### src/rtl/ehsc_map.vh
`ifndef EHSC_MAP_VH
`define EHSC_MAP_VH
// ==========================================
// Register offsets
`define EHSC_REG_CTRL      8'h00
`define EHSC_REG_GOAL      8'h04
`define EHSC_REG_MOVE      8'h08
`define EHSC_REG_STATUS    8'h0C
`define EHSC_REG_FLAGS     8'h10
`define EHSC_REG_POSITION  8'h14
`define EHSC_REG_REV_COUNT 8'h18
`define EHSC_REG_SPEED     8'h1C
`define EHSC_REG_SCAN      8'h20
// ==========================================
// Control fields
`define EHSC_CTRL_SERVO_EN  0
`define EHSC_CTRL_PROG_MODE 1
`define EHSC_CTRL_TEACH     2
`define EHSC_CTRL_REV_CHECK 3
`define EHSC_CTRL_GAIN_LSB  8
`define EHSC_CTRL_RESET     32'h0000_0008
`define EHSC_SPEED_RESET    32'h0010_0200
// ==========================================
// Flag fields (write one to clear)
`define EHSC_FLAG_POS_ERR 0
`define EHSC_FLAG_OVERRUN 1
// ==========================================
// Encoder, drive and timing
`define EHSC_PULSES_PER_REV 500
`define EHSC_JOG_DUTY_MAX   16'h0020
`define EHSC_TEST_DUTY      16'h0040
`define EHSC_TEST_MIN_STEPS 4
`define EHSC_TEST_CYCLES    2000
`define EHSC_WDOG_MS        18
`define EHSC_CLK_KHZ        250000
`define EHSC_RESP_OKAY      2'h0
`define EHSC_RESP_SLVERR    2'h2
`endif

### src/rtl/ehsc_axis.v
// The address map and the AXI4-Lite interface to the registers were decided locally.
`timescale 1ns/100ps
`include "ehsc_map.vh"
// Function
// - Count every one of the 500 encoder windows per revolution to track position.
// - Sample the once-per-revolution index as its own input, apart from phases.
// - Resolve motion from the quarter-period overlap of both phase detectors.
// - While homing, first index after home sensor covers becomes position zero.
// - Each index checks exactly 500 windows were counted since the previous index.
// - Drive the servo amplifier with pulse-width modulation, never a steady level.
// - In program mode compare position with goal, output speed and direction.
// - Accept move instructions and compute the goal position from them.
// - Pendant jog keys limit every joint to a very slow speed.
// - Ignore pendant keys other than home unless either pendant enable switch is held closed.
// - In teach mode block all motion while no enable switch is held.
// - Arm power button runs a test move; pass lights power, fail lights error.
// - Home button homes the axis; on success the home indicator stays lit.
// - Every 18 ms a watchdog tick scans for pending conditions and errors.
// - Report home sensor as 0 when exposed and 1 when covered.
// - An overrun removes drive from the servo motor at once.
module ehsc_axis #(
	parameter POS_W       = 32,
	parameter DUTY_W      = 10,
	parameter PPR         = `EHSC_PULSES_PER_REV,
	parameter TEST_CYCLES = `EHSC_TEST_CYCLES,
	parameter WDOG_CYCLES = `EHSC_WDOG_MS * `EHSC_CLK_KHZ
) (
	input  wire        aclk,
	input  wire        aresetn,
	input  wire        ce,
	input  wire [7:0]  s_axi_awaddr,
	input  wire        s_axi_awvalid,
	output reg         s_axi_awready,
	input  wire [31:0] s_axi_wdata,
	input  wire [3:0]  s_axi_wstrb,
	input  wire        s_axi_wvalid,
	output reg         s_axi_wready,
	output reg  [1:0]  s_axi_bresp,
	output reg         s_axi_bvalid,
	input  wire        s_axi_bready,
	input  wire [7:0]  s_axi_araddr,
	input  wire        s_axi_arvalid,
	output reg         s_axi_arready,
	output reg  [31:0] s_axi_rdata,
	output reg  [1:0]  s_axi_rresp,
	output reg         s_axi_rvalid,
	input  wire        s_axi_rready,
	input  wire        enc_a,
	input  wire        enc_b,
	input  wire        enc_index,
	input  wire        home_sensor,
	input  wire        overrun,
	input  wire        enable_left,
	input  wire        enable_right,
	input  wire        jog_fwd,
	input  wire        jog_rev,
	input  wire        power_btn,
	input  wire        home_btn,
	input  wire        halt_latched,
	output wire        servo_pwm,
	output wire        servo_dir,
	output reg         power_led,
	output reg         error_led,
	output reg         home_led
);
	localparam S_IDLE = 2'h0;
	localparam S_TEST = 2'h1;
	localparam S_DONE = 2'h2;
	localparam H_IDLE = 2'h0;
	localparam H_SEEK = 2'h1;
	localparam H_IDX  = 2'h2;
	localparam [31:0] WD_LAST = WDOG_CYCLES - 1;
	localparam [31:0] TC_LAST = TEST_CYCLES - 1;
	localparam [15:0] TEST_DUTY = `EHSC_TEST_DUTY;
	localparam [15:0] JOG_MAX   = `EHSC_JOG_DUTY_MAX;

	// ==========================================
	// Helper functions
	function [POS_W-1:0] f_abs;
		input [POS_W-1:0] v;
		begin
			f_abs = v[POS_W-1] ? (~v + 1'b1) : v;
		end
	endfunction

	function [31:0] f_strb;
		input [31:0] old_v;
		input [31:0] new_v;
		input [3:0]  strb;
		integer k;
		begin
			f_strb = old_v;
			for (k = 0; k < 4; k = k + 1) begin
				if (strb[k]) begin
					f_strb[k*8 +: 8] = new_v[k*8 +: 8];
				end
			end
		end
	endfunction

	// ==========================================
	// Pin synchronisers
	reg [8:0] pin_s1;
	reg [8:0] pin_s2;
	reg       pwr_prev;
	reg       home_prev;
	always @(posedge aclk) begin
		if (!aresetn) begin
			pin_s1    <= 9'h000;
			pin_s2    <= 9'h000;
			pwr_prev  <= 1'b0;
			home_prev <= 1'b0;
		end else if (ce) begin
			pin_s1    <= {halt_latched, home_btn, power_btn, jog_rev, jog_fwd,
				enable_right, enable_left, overrun, home_sensor};
			pin_s2    <= pin_s1;
			pwr_prev  <= pin_s2[6];
			home_prev <= pin_s2[7];
		end
	end
	wire sens_covered = pin_s2[0];
	wire ovr          = pin_s2[1];
	wire enable_held  = pin_s2[2] | pin_s2[3];
	wire key_fwd      = pin_s2[4] & enable_held;
	wire key_rev      = pin_s2[5] & enable_held;
	wire pwr_press    = pin_s2[6] & ~pwr_prev & enable_held;
	wire home_press   = pin_s2[7] & ~home_prev;
	wire halt_set     = pin_s2[8];

	// ==========================================
	// Encoder decoder and drive stage
	wire step_up;
	wire step_dn;
	wire index_rise;
	reg  next_en;
	reg  [DUTY_W-1:0] next_duty;
	reg  next_dir;
	ehsc_quad u_quad (
		.aclk       (aclk),
		.aresetn    (aresetn),
		.ce         (ce),
		.enc_a      (enc_a),
		.enc_b      (enc_b),
		.enc_index  (enc_index),
		.step_up    (step_up),
		.step_dn    (step_dn),
		.index_rise (index_rise)
	);
	ehsc_pwm #(
		.DUTY_W (DUTY_W)
	) u_pwm (
		.aclk     (aclk),
		.aresetn  (aresetn),
		.ce       (ce),
		.drive_en (next_en),
		.duty     (next_duty),
		.dir_in   (next_dir),
		.pwm_out  (servo_pwm),
		.dir_out  (servo_dir)
	);

	// ==========================================
	// Registers
	reg [31:0]      ctrl;
	reg [POS_W-1:0] goal;
	reg [31:0]      speed;
	reg [POS_W-1:0] position;
	reg [POS_W-1:0] rev_cnt;
	reg [POS_W-1:0] rev_last;
	reg             idx_seen;
	reg             pos_err;
	reg             ovr_seen;
	reg [31:0]      scan_cnt;
	reg [31:0]      wd_cnt;
	reg [1:0]       chk_state;
	reg [31:0]      chk_cnt;
	reg [POS_W-1:0] chk_start;
	reg [1:0]       home_state;
	reg [7:0]       aw_addr;
	reg [31:0]      w_data;
	reg [3:0]       w_strb;
	reg             aw_have;
	reg             w_have;

	wire            do_write  = aw_have && w_have && !s_axi_bvalid;
	wire            wr_ctrl   = do_write && (aw_addr == `EHSC_REG_CTRL);
	wire            wr_flags  = do_write && (aw_addr == `EHSC_REG_FLAGS);
	wire [DUTY_W-1:0] max_duty = speed[DUTY_W-1:0];
	wire [DUTY_W-1:0] jog_duty = (speed[16 +: DUTY_W] > JOG_MAX) ?
		JOG_MAX[DUTY_W-1:0] : speed[16 +: DUTY_W];
	wire [POS_W-1:0] err_pos  = goal - position;
	wire [POS_W-1:0] err_mag  = f_abs(err_pos) << ctrl[`EHSC_CTRL_GAIN_LSB +: 4];
	wire [POS_W-1:0] step_pos = position + {{(POS_W-1){step_dn}}, step_up | step_dn};
	wire            index_ok = (f_abs(rev_cnt) == PPR);
	wire            teach_block = ctrl[`EHSC_CTRL_TEACH] & ~enable_held;
	wire            wd_tick = (wd_cnt == WD_LAST);

	// ==========================================
	// Drive selection
	always @* begin
		next_en   = 1'b0;
		next_duty = {DUTY_W{1'b0}};
		next_dir  = 1'b0;
		if (chk_state == S_TEST) begin
			next_en   = 1'b1;
			next_duty = TEST_DUTY[DUTY_W-1:0];
		end else if (home_state == H_SEEK || home_state == H_IDX) begin
			next_en   = 1'b1;
			next_duty = jog_duty;
		end else if ((key_fwd ^ key_rev) && !ctrl[`EHSC_CTRL_PROG_MODE]) begin
			next_en   = power_led;
			next_duty = jog_duty;
			next_dir  = key_rev;
		end else if (ctrl[`EHSC_CTRL_PROG_MODE] && ctrl[`EHSC_CTRL_SERVO_EN]) begin
			next_en   = power_led;
			next_duty = (err_mag > max_duty) ? max_duty : err_mag[DUTY_W-1:0];
			next_dir  = err_pos[POS_W-1];
		end
		if (ovr || teach_block) begin
			next_en = 1'b0;
		end
	end

	// ==========================================
	// Position, revolution check and homing
	always @(posedge aclk) begin
		if (!aresetn) begin
			position   <= {POS_W{1'b0}};
			rev_cnt    <= {POS_W{1'b0}};
			rev_last   <= {POS_W{1'b0}};
			idx_seen   <= 1'b0;
			pos_err    <= 1'b0;
			home_state <= H_IDLE;
			home_led   <= 1'b0;
		end else if (ce) begin
			position <= step_pos;
			rev_cnt  <= rev_cnt + {{(POS_W-1){step_dn}}, step_up | step_dn};
			if (wr_flags && w_strb[0] && w_data[`EHSC_FLAG_POS_ERR]) begin
				pos_err <= 1'b0;
			end
			if (index_rise) begin
				idx_seen <= 1'b1;
				rev_last <= rev_cnt;
				rev_cnt  <= {{(POS_W-1){step_dn}}, step_up | step_dn};
				if (idx_seen && ctrl[`EHSC_CTRL_REV_CHECK] && !index_ok) begin
					pos_err <= 1'b1;
				end
			end
			case (home_state)
				H_IDLE: begin
					if (home_press && power_led) begin
						home_led   <= 1'b0;
						home_state <= H_SEEK;
					end
				end
				H_SEEK: begin
					if (sens_covered) begin
						home_state <= H_IDX;
					end
				end
				H_IDX: begin
					if (index_rise) begin
						position   <= {POS_W{1'b0}};
						home_led   <= 1'b1;
						home_state <= H_IDLE;
					end
				end
				default: begin
					home_state <= H_IDLE;
				end
			endcase
			if ((home_state != H_IDLE) && (ovr || !power_led)) begin
				home_state <= H_IDLE;
			end
		end
	end

	// ==========================================
	// Power-up self check and watchdog scan
	always @(posedge aclk) begin
		if (!aresetn) begin
			chk_state <= S_IDLE;
			chk_cnt   <= 32'h0000_0000;
			chk_start <= {POS_W{1'b0}};
			power_led <= 1'b0;
			error_led <= 1'b0;
			ovr_seen  <= 1'b0;
			wd_cnt    <= 32'h0000_0000;
			scan_cnt  <= 32'h0000_0000;
		end else if (ce) begin
			if (wr_flags && w_strb[0] && w_data[`EHSC_FLAG_OVERRUN]) begin
				ovr_seen <= 1'b0;
			end
			if (ovr) begin
				ovr_seen <= 1'b1;
			end
			wd_cnt <= wd_tick ? 32'h0000_0000 : wd_cnt + 32'h0000_0001;
			if (wd_tick) begin
				scan_cnt <= scan_cnt + 32'h0000_0001;
				if (pos_err || ovr_seen) begin
					error_led <= 1'b1;
				end
			end
			case (chk_state)
				S_IDLE: begin
					if (pwr_press && !halt_set && !ovr) begin
						power_led <= 1'b0;
						error_led <= 1'b0;
						chk_cnt   <= 32'h0000_0000;
						chk_start <= position;
						chk_state <= S_TEST;
					end
				end
				S_TEST: begin
					chk_cnt <= chk_cnt + 32'h0000_0001;
					if (ovr || halt_set) begin
						error_led <= 1'b1;
						chk_state <= S_IDLE;
					end else if (chk_cnt == TC_LAST) begin
						chk_state <= S_DONE;
					end
				end
				S_DONE: begin
					if (f_abs(position - chk_start) >= `EHSC_TEST_MIN_STEPS) begin
						power_led <= 1'b1;
					end else begin
						error_led <= 1'b1;
					end
					chk_state <= S_IDLE;
				end
				default: begin
					chk_state <= S_IDLE;
				end
			endcase
			if (halt_set && chk_state != S_TEST) begin
				power_led <= 1'b0;
			end
		end
	end

	// ==========================================
	// AXI4-Lite write channel
	always @(posedge aclk) begin
		if (!aresetn) begin
			s_axi_awready <= 1'b1;
			s_axi_wready  <= 1'b1;
			s_axi_bvalid  <= 1'b0;
			s_axi_bresp   <= `EHSC_RESP_OKAY;
			aw_have       <= 1'b0;
			w_have        <= 1'b0;
			aw_addr       <= 8'h00;
			w_data        <= 32'h0000_0000;
			w_strb        <= 4'h0;
			ctrl          <= `EHSC_CTRL_RESET;
			goal          <= {POS_W{1'b0}};
			speed         <= `EHSC_SPEED_RESET;
		end else if (ce) begin
			if (s_axi_awvalid && s_axi_awready) begin
				aw_addr       <= s_axi_awaddr;
				aw_have       <= 1'b1;
				s_axi_awready <= 1'b0;
			end
			if (s_axi_wvalid && s_axi_wready) begin
				w_data       <= s_axi_wdata;
				w_strb       <= s_axi_wstrb;
				w_have       <= 1'b1;
				s_axi_wready <= 1'b0;
			end
			if (do_write) begin
				s_axi_bvalid <= 1'b1;
				s_axi_bresp  <= `EHSC_RESP_OKAY;
				case (aw_addr)
					`EHSC_REG_CTRL:   ctrl  <= f_strb(ctrl, w_data, w_strb);
					`EHSC_REG_GOAL:   goal  <= f_strb(goal, w_data, w_strb);
					`EHSC_REG_MOVE:   goal  <= goal + w_data;
					`EHSC_REG_SPEED:  speed <= f_strb(speed, w_data, w_strb);
					`EHSC_REG_FLAGS:  s_axi_bresp <= `EHSC_RESP_OKAY;
					default:          s_axi_bresp <= `EHSC_RESP_SLVERR;
				endcase
			end
			if (s_axi_bvalid && s_axi_bready) begin
				s_axi_bvalid  <= 1'b0;
				aw_have       <= 1'b0;
				w_have        <= 1'b0;
				s_axi_awready <= 1'b1;
				s_axi_wready  <= 1'b1;
			end
		end
	end

	// ==========================================
	// AXI4-Lite read channel
	always @(posedge aclk) begin
		if (!aresetn) begin
			s_axi_arready <= 1'b1;
			s_axi_rvalid  <= 1'b0;
			s_axi_rdata   <= 32'h0000_0000;
			s_axi_rresp   <= `EHSC_RESP_OKAY;
		end else if (ce) begin
			if (s_axi_arvalid && s_axi_arready) begin
				s_axi_arready <= 1'b0;
				s_axi_rvalid  <= 1'b1;
				s_axi_rresp   <= `EHSC_RESP_OKAY;
				case (s_axi_araddr)
					`EHSC_REG_CTRL:      s_axi_rdata <= ctrl;
					`EHSC_REG_GOAL:      s_axi_rdata <= goal;
					`EHSC_REG_MOVE:      s_axi_rdata <= goal;
					`EHSC_REG_STATUS:    s_axi_rdata <= {23'h000000, home_state != H_IDLE,
						chk_state != S_IDLE, enable_held, pos_err, ovr, error_led,
						power_led, home_led, sens_covered};
					`EHSC_REG_FLAGS:     s_axi_rdata <= {30'h00000000, ovr_seen, pos_err};
					`EHSC_REG_POSITION:  s_axi_rdata <= position;
					`EHSC_REG_REV_COUNT: s_axi_rdata <= rev_last;
					`EHSC_REG_SPEED:     s_axi_rdata <= speed;
					`EHSC_REG_SCAN:      s_axi_rdata <= scan_cnt;
					default: begin
						s_axi_rdata <= 32'h0000_0000;
						s_axi_rresp <= `EHSC_RESP_SLVERR;
					end
				endcase
			end
			if (s_axi_rvalid && s_axi_rready) begin
				s_axi_rvalid  <= 1'b0;
				s_axi_arready <= 1'b1;
			end
		end
	end
endmodule

### src/rtl/ehsc_quad.v
`timescale 1ns/100ps
module ehsc_quad (
	input  wire aclk,
	input  wire aresetn,
	input  wire ce,
	input  wire enc_a,
	input  wire enc_b,
	input  wire enc_index,
	output reg  step_up,
	output reg  step_dn,
	output reg  index_rise
);
	reg [1:0] a_sync;
	reg [1:0] b_sync;
	reg [1:0] i_sync;
	reg [1:0] ab_prev;
	reg       i_prev;
	wire [1:0] ab_now = {a_sync[1], b_sync[1]};
	// ==========================================
	// Synchronise and decode
	always @(posedge aclk) begin
		if (!aresetn) begin
			a_sync     <= 2'h0;
			b_sync     <= 2'h0;
			i_sync     <= 2'h0;
			ab_prev    <= 2'h0;
			i_prev     <= 1'b0;
			step_up    <= 1'b0;
			step_dn    <= 1'b0;
			index_rise <= 1'b0;
		end else if (ce) begin
			a_sync     <= {a_sync[0], enc_a};
			b_sync     <= {b_sync[0], enc_b};
			i_sync     <= {i_sync[0], enc_index};
			ab_prev    <= ab_now;
			i_prev     <= i_sync[1];
			// Entering the overlap with phase A leading counts up
			step_up    <= (ab_prev == 2'h2) && (ab_now == 2'h3);
			// Leaving the overlap back to A alone counts down
			step_dn    <= (ab_prev == 2'h3) && (ab_now == 2'h2);
			index_rise <= i_sync[1] && !i_prev;
		end
	end
endmodule

### src/rtl/ehsc_pwm.v
`timescale 1ns/100ps
module ehsc_pwm #(
	parameter DUTY_W = 10
) (
	input  wire              aclk,
	input  wire              aresetn,
	input  wire              ce,
	input  wire              drive_en,
	input  wire [DUTY_W-1:0] duty,
	input  wire              dir_in,
	output reg               pwm_out,
	output reg               dir_out
);
	reg [DUTY_W-1:0] cnt;
	// ==========================================
	// Free running period counter and compare
	always @(posedge aclk) begin
		if (!aresetn) begin
			cnt     <= {DUTY_W{1'b0}};
			pwm_out <= 1'b0;
			dir_out <= 1'b0;
		end else if (ce) begin
			cnt     <= cnt + 1'b1;
			pwm_out <= drive_en && (cnt < duty);
			dir_out <= dir_in;
		end
	end
endmodule

### config.mk
export PLATFORM = sky130hd
export DESIGN_NAME = ehsc_axis
export DESIGN_NICKNAME = d
export VERILOG_FILES = /design/src/rtl/ehsc_axis.v /design/src/rtl/ehsc_quad.v /design/src/rtl/ehsc_pwm.v
export VERILOG_INCLUDE_DIRS = /design/src /design/src/rtl
export SDC_FILE = /design/constraint.sdc
export NUM_CORES = 2
export LEC_CHECK = 0
export ABC_AREA = 1
export BUFFER_PORTS_ARGS = -buffer_cell sky130_fd_sc_hd__buf_2
export CAP_MARGIN = 40
export CORE_MARGIN = 5
export CORE_UTILIZATION = 40
export CTS_BUF_LIST = sky130_fd_sc_hd__clkbuf_16
export DETAILED_ROUTE_END_ITERATION = 7
export GPL_TIMING_DRIVEN = 0
export PLACE_DENSITY = 0.61
export SLEW_MARGIN = 40
export SYNTH_ARGS = -nofsm -noshare
export SYNTH_HDL_FRONTEND = slang
export SYNTH_SLANG_ARGS = --single-unit
### constraint.sdc
create_clock -name aclk -period 6.2 [get_ports aclk]
set_input_delay 0.93 -clock aclk [delete_from_list [all_inputs] [get_ports aclk]]
set_output_delay 0.93 -clock aclk [all_outputs]
set_load 0.05 [all_outputs]
==> metrics.txt <==
CTS tree=done; pre-CTS worst setup slack=-0.746 ns; Layout Cells excl Fill=6218; placement row count=103; Core Area=78700 µm²; Slew @ Worst Pin=~0.91 ns; power share of the sequential group=between 30% and 40%; length of routed met2 wiring=51200 µm; Post-Place Cells=approximately 6100; WS Path Type=register to register; H-tree Lvls=2; Pint=between 5 and 6 mW; combined area of all synthesized cells=between 30000 and 40000 µm²; I/O pin cnt=roughly 120; CTS max path bufs=3; wl on met1=between 50000 and 60000 µm; Worst Reg2Reg Path Length in Cells=42; Routed Antenna Nets=0; outcome=completed; Via density=between 5 and 6; Primary FF master, synth=dfxtp_1; Worst-Skew Late Latency=around 0.6 ns; Die ar.=85000 µm²; EDFF count, synth=0; vias in the first global route=30300; part of the cycle the worst path needs=98.9%; most frequent cells in the layout=nand2_1, inv_1, a21oi_1; first-pass GRT wire length=between 150000 and 200000 µm; final core utilization=46.7%; # DRC=0; Min-Delay Path Depth=2; Die H=291 µm; clk_skew=between 0.015 and 0.02 ns; Max-cap violations=0; crit-path leading delay family=simple AND/OR/NAND/NOR gates; combinational share of power=20.8%; Worst Path Buf+Inv=5; FMAX=163 MHz; # setup viols final=0; final worst path period need=6.13 ns; Initial Util=around two fifths; Final nets=5387; antenna violations before repair=6; root buffer cell=clkbuf_16; Mapped Avg Cell Area=6.45 µm²; Detailed Place HPWL=95000 µm; drt wl/cell=19.2 µm; Req. time, crit path=approximately 6.7 ns; share of cells above drive strength 1=11.5%; Seq cells post-synth=459; worst hold path class=register to register; Net Switching=2.52 mW; routability congestion estimate=1.00; CTS Sinks=459; Synth cell types=70; pwr dens=approximately 220 nW/µm²; largest net degree at the start of global routing=33; Final Hold Viols=0; final wirelength=119000 µm; Seq/Total Area, Yosys=29.0%; CP Data Arrival Time=approximately 6.7 ns; total grt overflow=0; asr flop ratio synth=0%; drt first pass iters=7; DR iter-0 viols=3590; worst-path fanout max=7; Peak VDD IR=0.000237 V; Crit. path cell count=42; Synthesis Warnings=0; R2R Setup Slk=0.07 ns; top layer in use=met5; cts bufs inserted=50; RSZ-0062 raised after global routing=true; CP max stage delay=0.38 ns; synthesized instance count=4912; clock share of power=41.1%; via count=34100; die width=291 µm; Worst-path clk slew=0.07 ns; I/O Buffers=around 110; commonest non-fill, non-tap cell in the layout=nand2_1; Worst Slack Setup Final=0.0687 ns; fin. max-slew vios=0; Switching Share=a little under a third; FILL cells=8231; Met3 Routed Length=10300 µm; final hold slack=0.453 ns; crit end category=register; Layout area overhead=16.0%; critical path's slowest cell=dfxtp_4; P_leak=between 15 and 20 nW; CP Launch Type=register; Slew HR=39.1%; Total GRT Usage=a little over a quarter
## per-layer routing
layer | up-vias | global-route usage, %
li1 | 16900 | -
met1 | 15700 | 37.4
met2 | 1275 | 40.9
met3 | 181 | 4.08
met4 | 2 | 8.39
met5 | - | 0
## worst min-delay path: cells and delay by family (launching register included)
family,cells,cell delay (ns)
buffers and inverters,1,0.05
DFF,1,0.31
AOI/OAI and AO/OA,1,0.05
## final cells by class
cell class | instances | area, µm² | share of cell area, %
multi-input combinational | 3633 | 20200 | 54.9
clock inverter | 41 | 519 | 1.41
inverter | 659 | 2510 | 6.82
sequential | 459 | 9260 | 25.2
tap | 1050 | 1310 | 3.57
timing repair buffer | 161 | 1000 | 2.73
antenna | 2 | 5.00 | 0.0136
buffer | 162 | 697 | 1.90
clock buffer | 51 | 1280 | 3.47
## cell usage after synthesis (14+ instances only)
| library cell | number | area share [%] |
|---|---|---|
| o21ai_0 | 387 | 6.1 |
| o21a_1 | 19 | 0.45 |
| nand2_2 | 35 | 0.69 |
| a31oi_1 | 20 | 0.39 |
| nand2_1 | 1076 | 13 |
| buf_2 | 17 | 0.27 |
| o211ai_1 | 24 | 0.57 |
| nand3b_1 | 19 | 0.45 |
| ha_1 | 184 | 7.3 |
| or2_2 | 33 | 0.65 |
| nor4_1 | 36 | 0.71 |
| nor2_1 | 423 | 5.0 |
| a221oi_1 | 51 | 1.4 |
| nand4_1 | 76 | 1.5 |
| dfxtp_1 | 459 | 29 |
| o22ai_1 | 21 | 0.41 |
| o221ai_1 | 14 | 0.39 |
| xnor2_1 | 20 | 0.55 |
| xor2_1 | 61 | 1.7 |
| o21bai_1 | 14 | 0.33 |
| inv_1 | 637 | 7.5 |
| a21oi_1 | 576 | 9.1 |
| nand3_1 | 277 | 4.4 |
| clkbuf_1 | 132 | 1.6 |
| o2111ai_1 | 25 | 0.69 |
| nor3_1 | 102 | 1.6 |
## metrics by stage
stage	area [µm²]	total power, mW	TNS (ns)
floorplan	31700	4.25	0
global placement	33600	4.68	-2.37
detailed placement	33600	4.69	-0.746
CTS	36000	8.00	0
global route	36800	8.39	-0.207
finish	36800	8.08	0
## worst paths after layout
path	from	end
worst min register to register	ctrl[18]	ctrl[18]
worst min-delay path	ctrl[18]	ctrl[18]
worst max-delay path	position[25]	u_pwm.pwm_out
worst max register to register	position[25]	u_pwm.pwm_out
## sequential cells by signal, summed over array words and instances, names as in the netlist, 4 cells and up
signal / cells
pin_s2: 9
ctrl: 32
u_pwm.cnt: 10
wd_cnt: 32
rev_last: 32
goal: 32
aw_addr: 8
position: 32
scan_cnt: 32
rev_cnt: 32
chk_cnt: 32
pin_s1: 9
w_strb: 4
chk_start: 32
w_data: 32
speed: 32
s_axi_rdata: 32
## power groups by stage
stage | sequential (mW) | clock, mW | combinational (mW)
6_report | 3.08 | 3.32 | 1.68
3_3_place_gp | 3.14 | 0 | 1.53
5_1_grt | 3.08 | 3.45 | 1.85
4_1_cts | 3.08 | 3.34 | 1.58
2_1_floorplan | 3.13 | 0 | 1.12
3_5_place_dp | 3.14 | 0 | 1.54
## cell families (layout without fill, tap and decap cells)
logic type | after synthesis | in the layout | share of synthesized area (%)
compound gates | 1228 | 1228 | 21.9
xor+xnor | 84 | 84 | 2.39
fa+ha+maj | 189 | 189 | 7.58
buf+inv | 821 | 1074 | 9.92
flops | 459 | 459 | 29.0
other cells | 1 | 4 | 0.0118
simple gates | 2130 | 2130 | 29.2
## what timing repair did
| item | in CTS | in global routing |
|---|---|---|
| pin swaps | 16 | 57 |
| hold buffers | 0 | 0 |
| gates cloned | 0 | 2 |
| gates resized for setup | 121 | 121 |
| hold endpoints to repair | 0 | 0 |
| setup endpoints to repair | 1 | 1 |
| buffers inserted | 17 | 25 |
(Power assumes the default switching activity.)
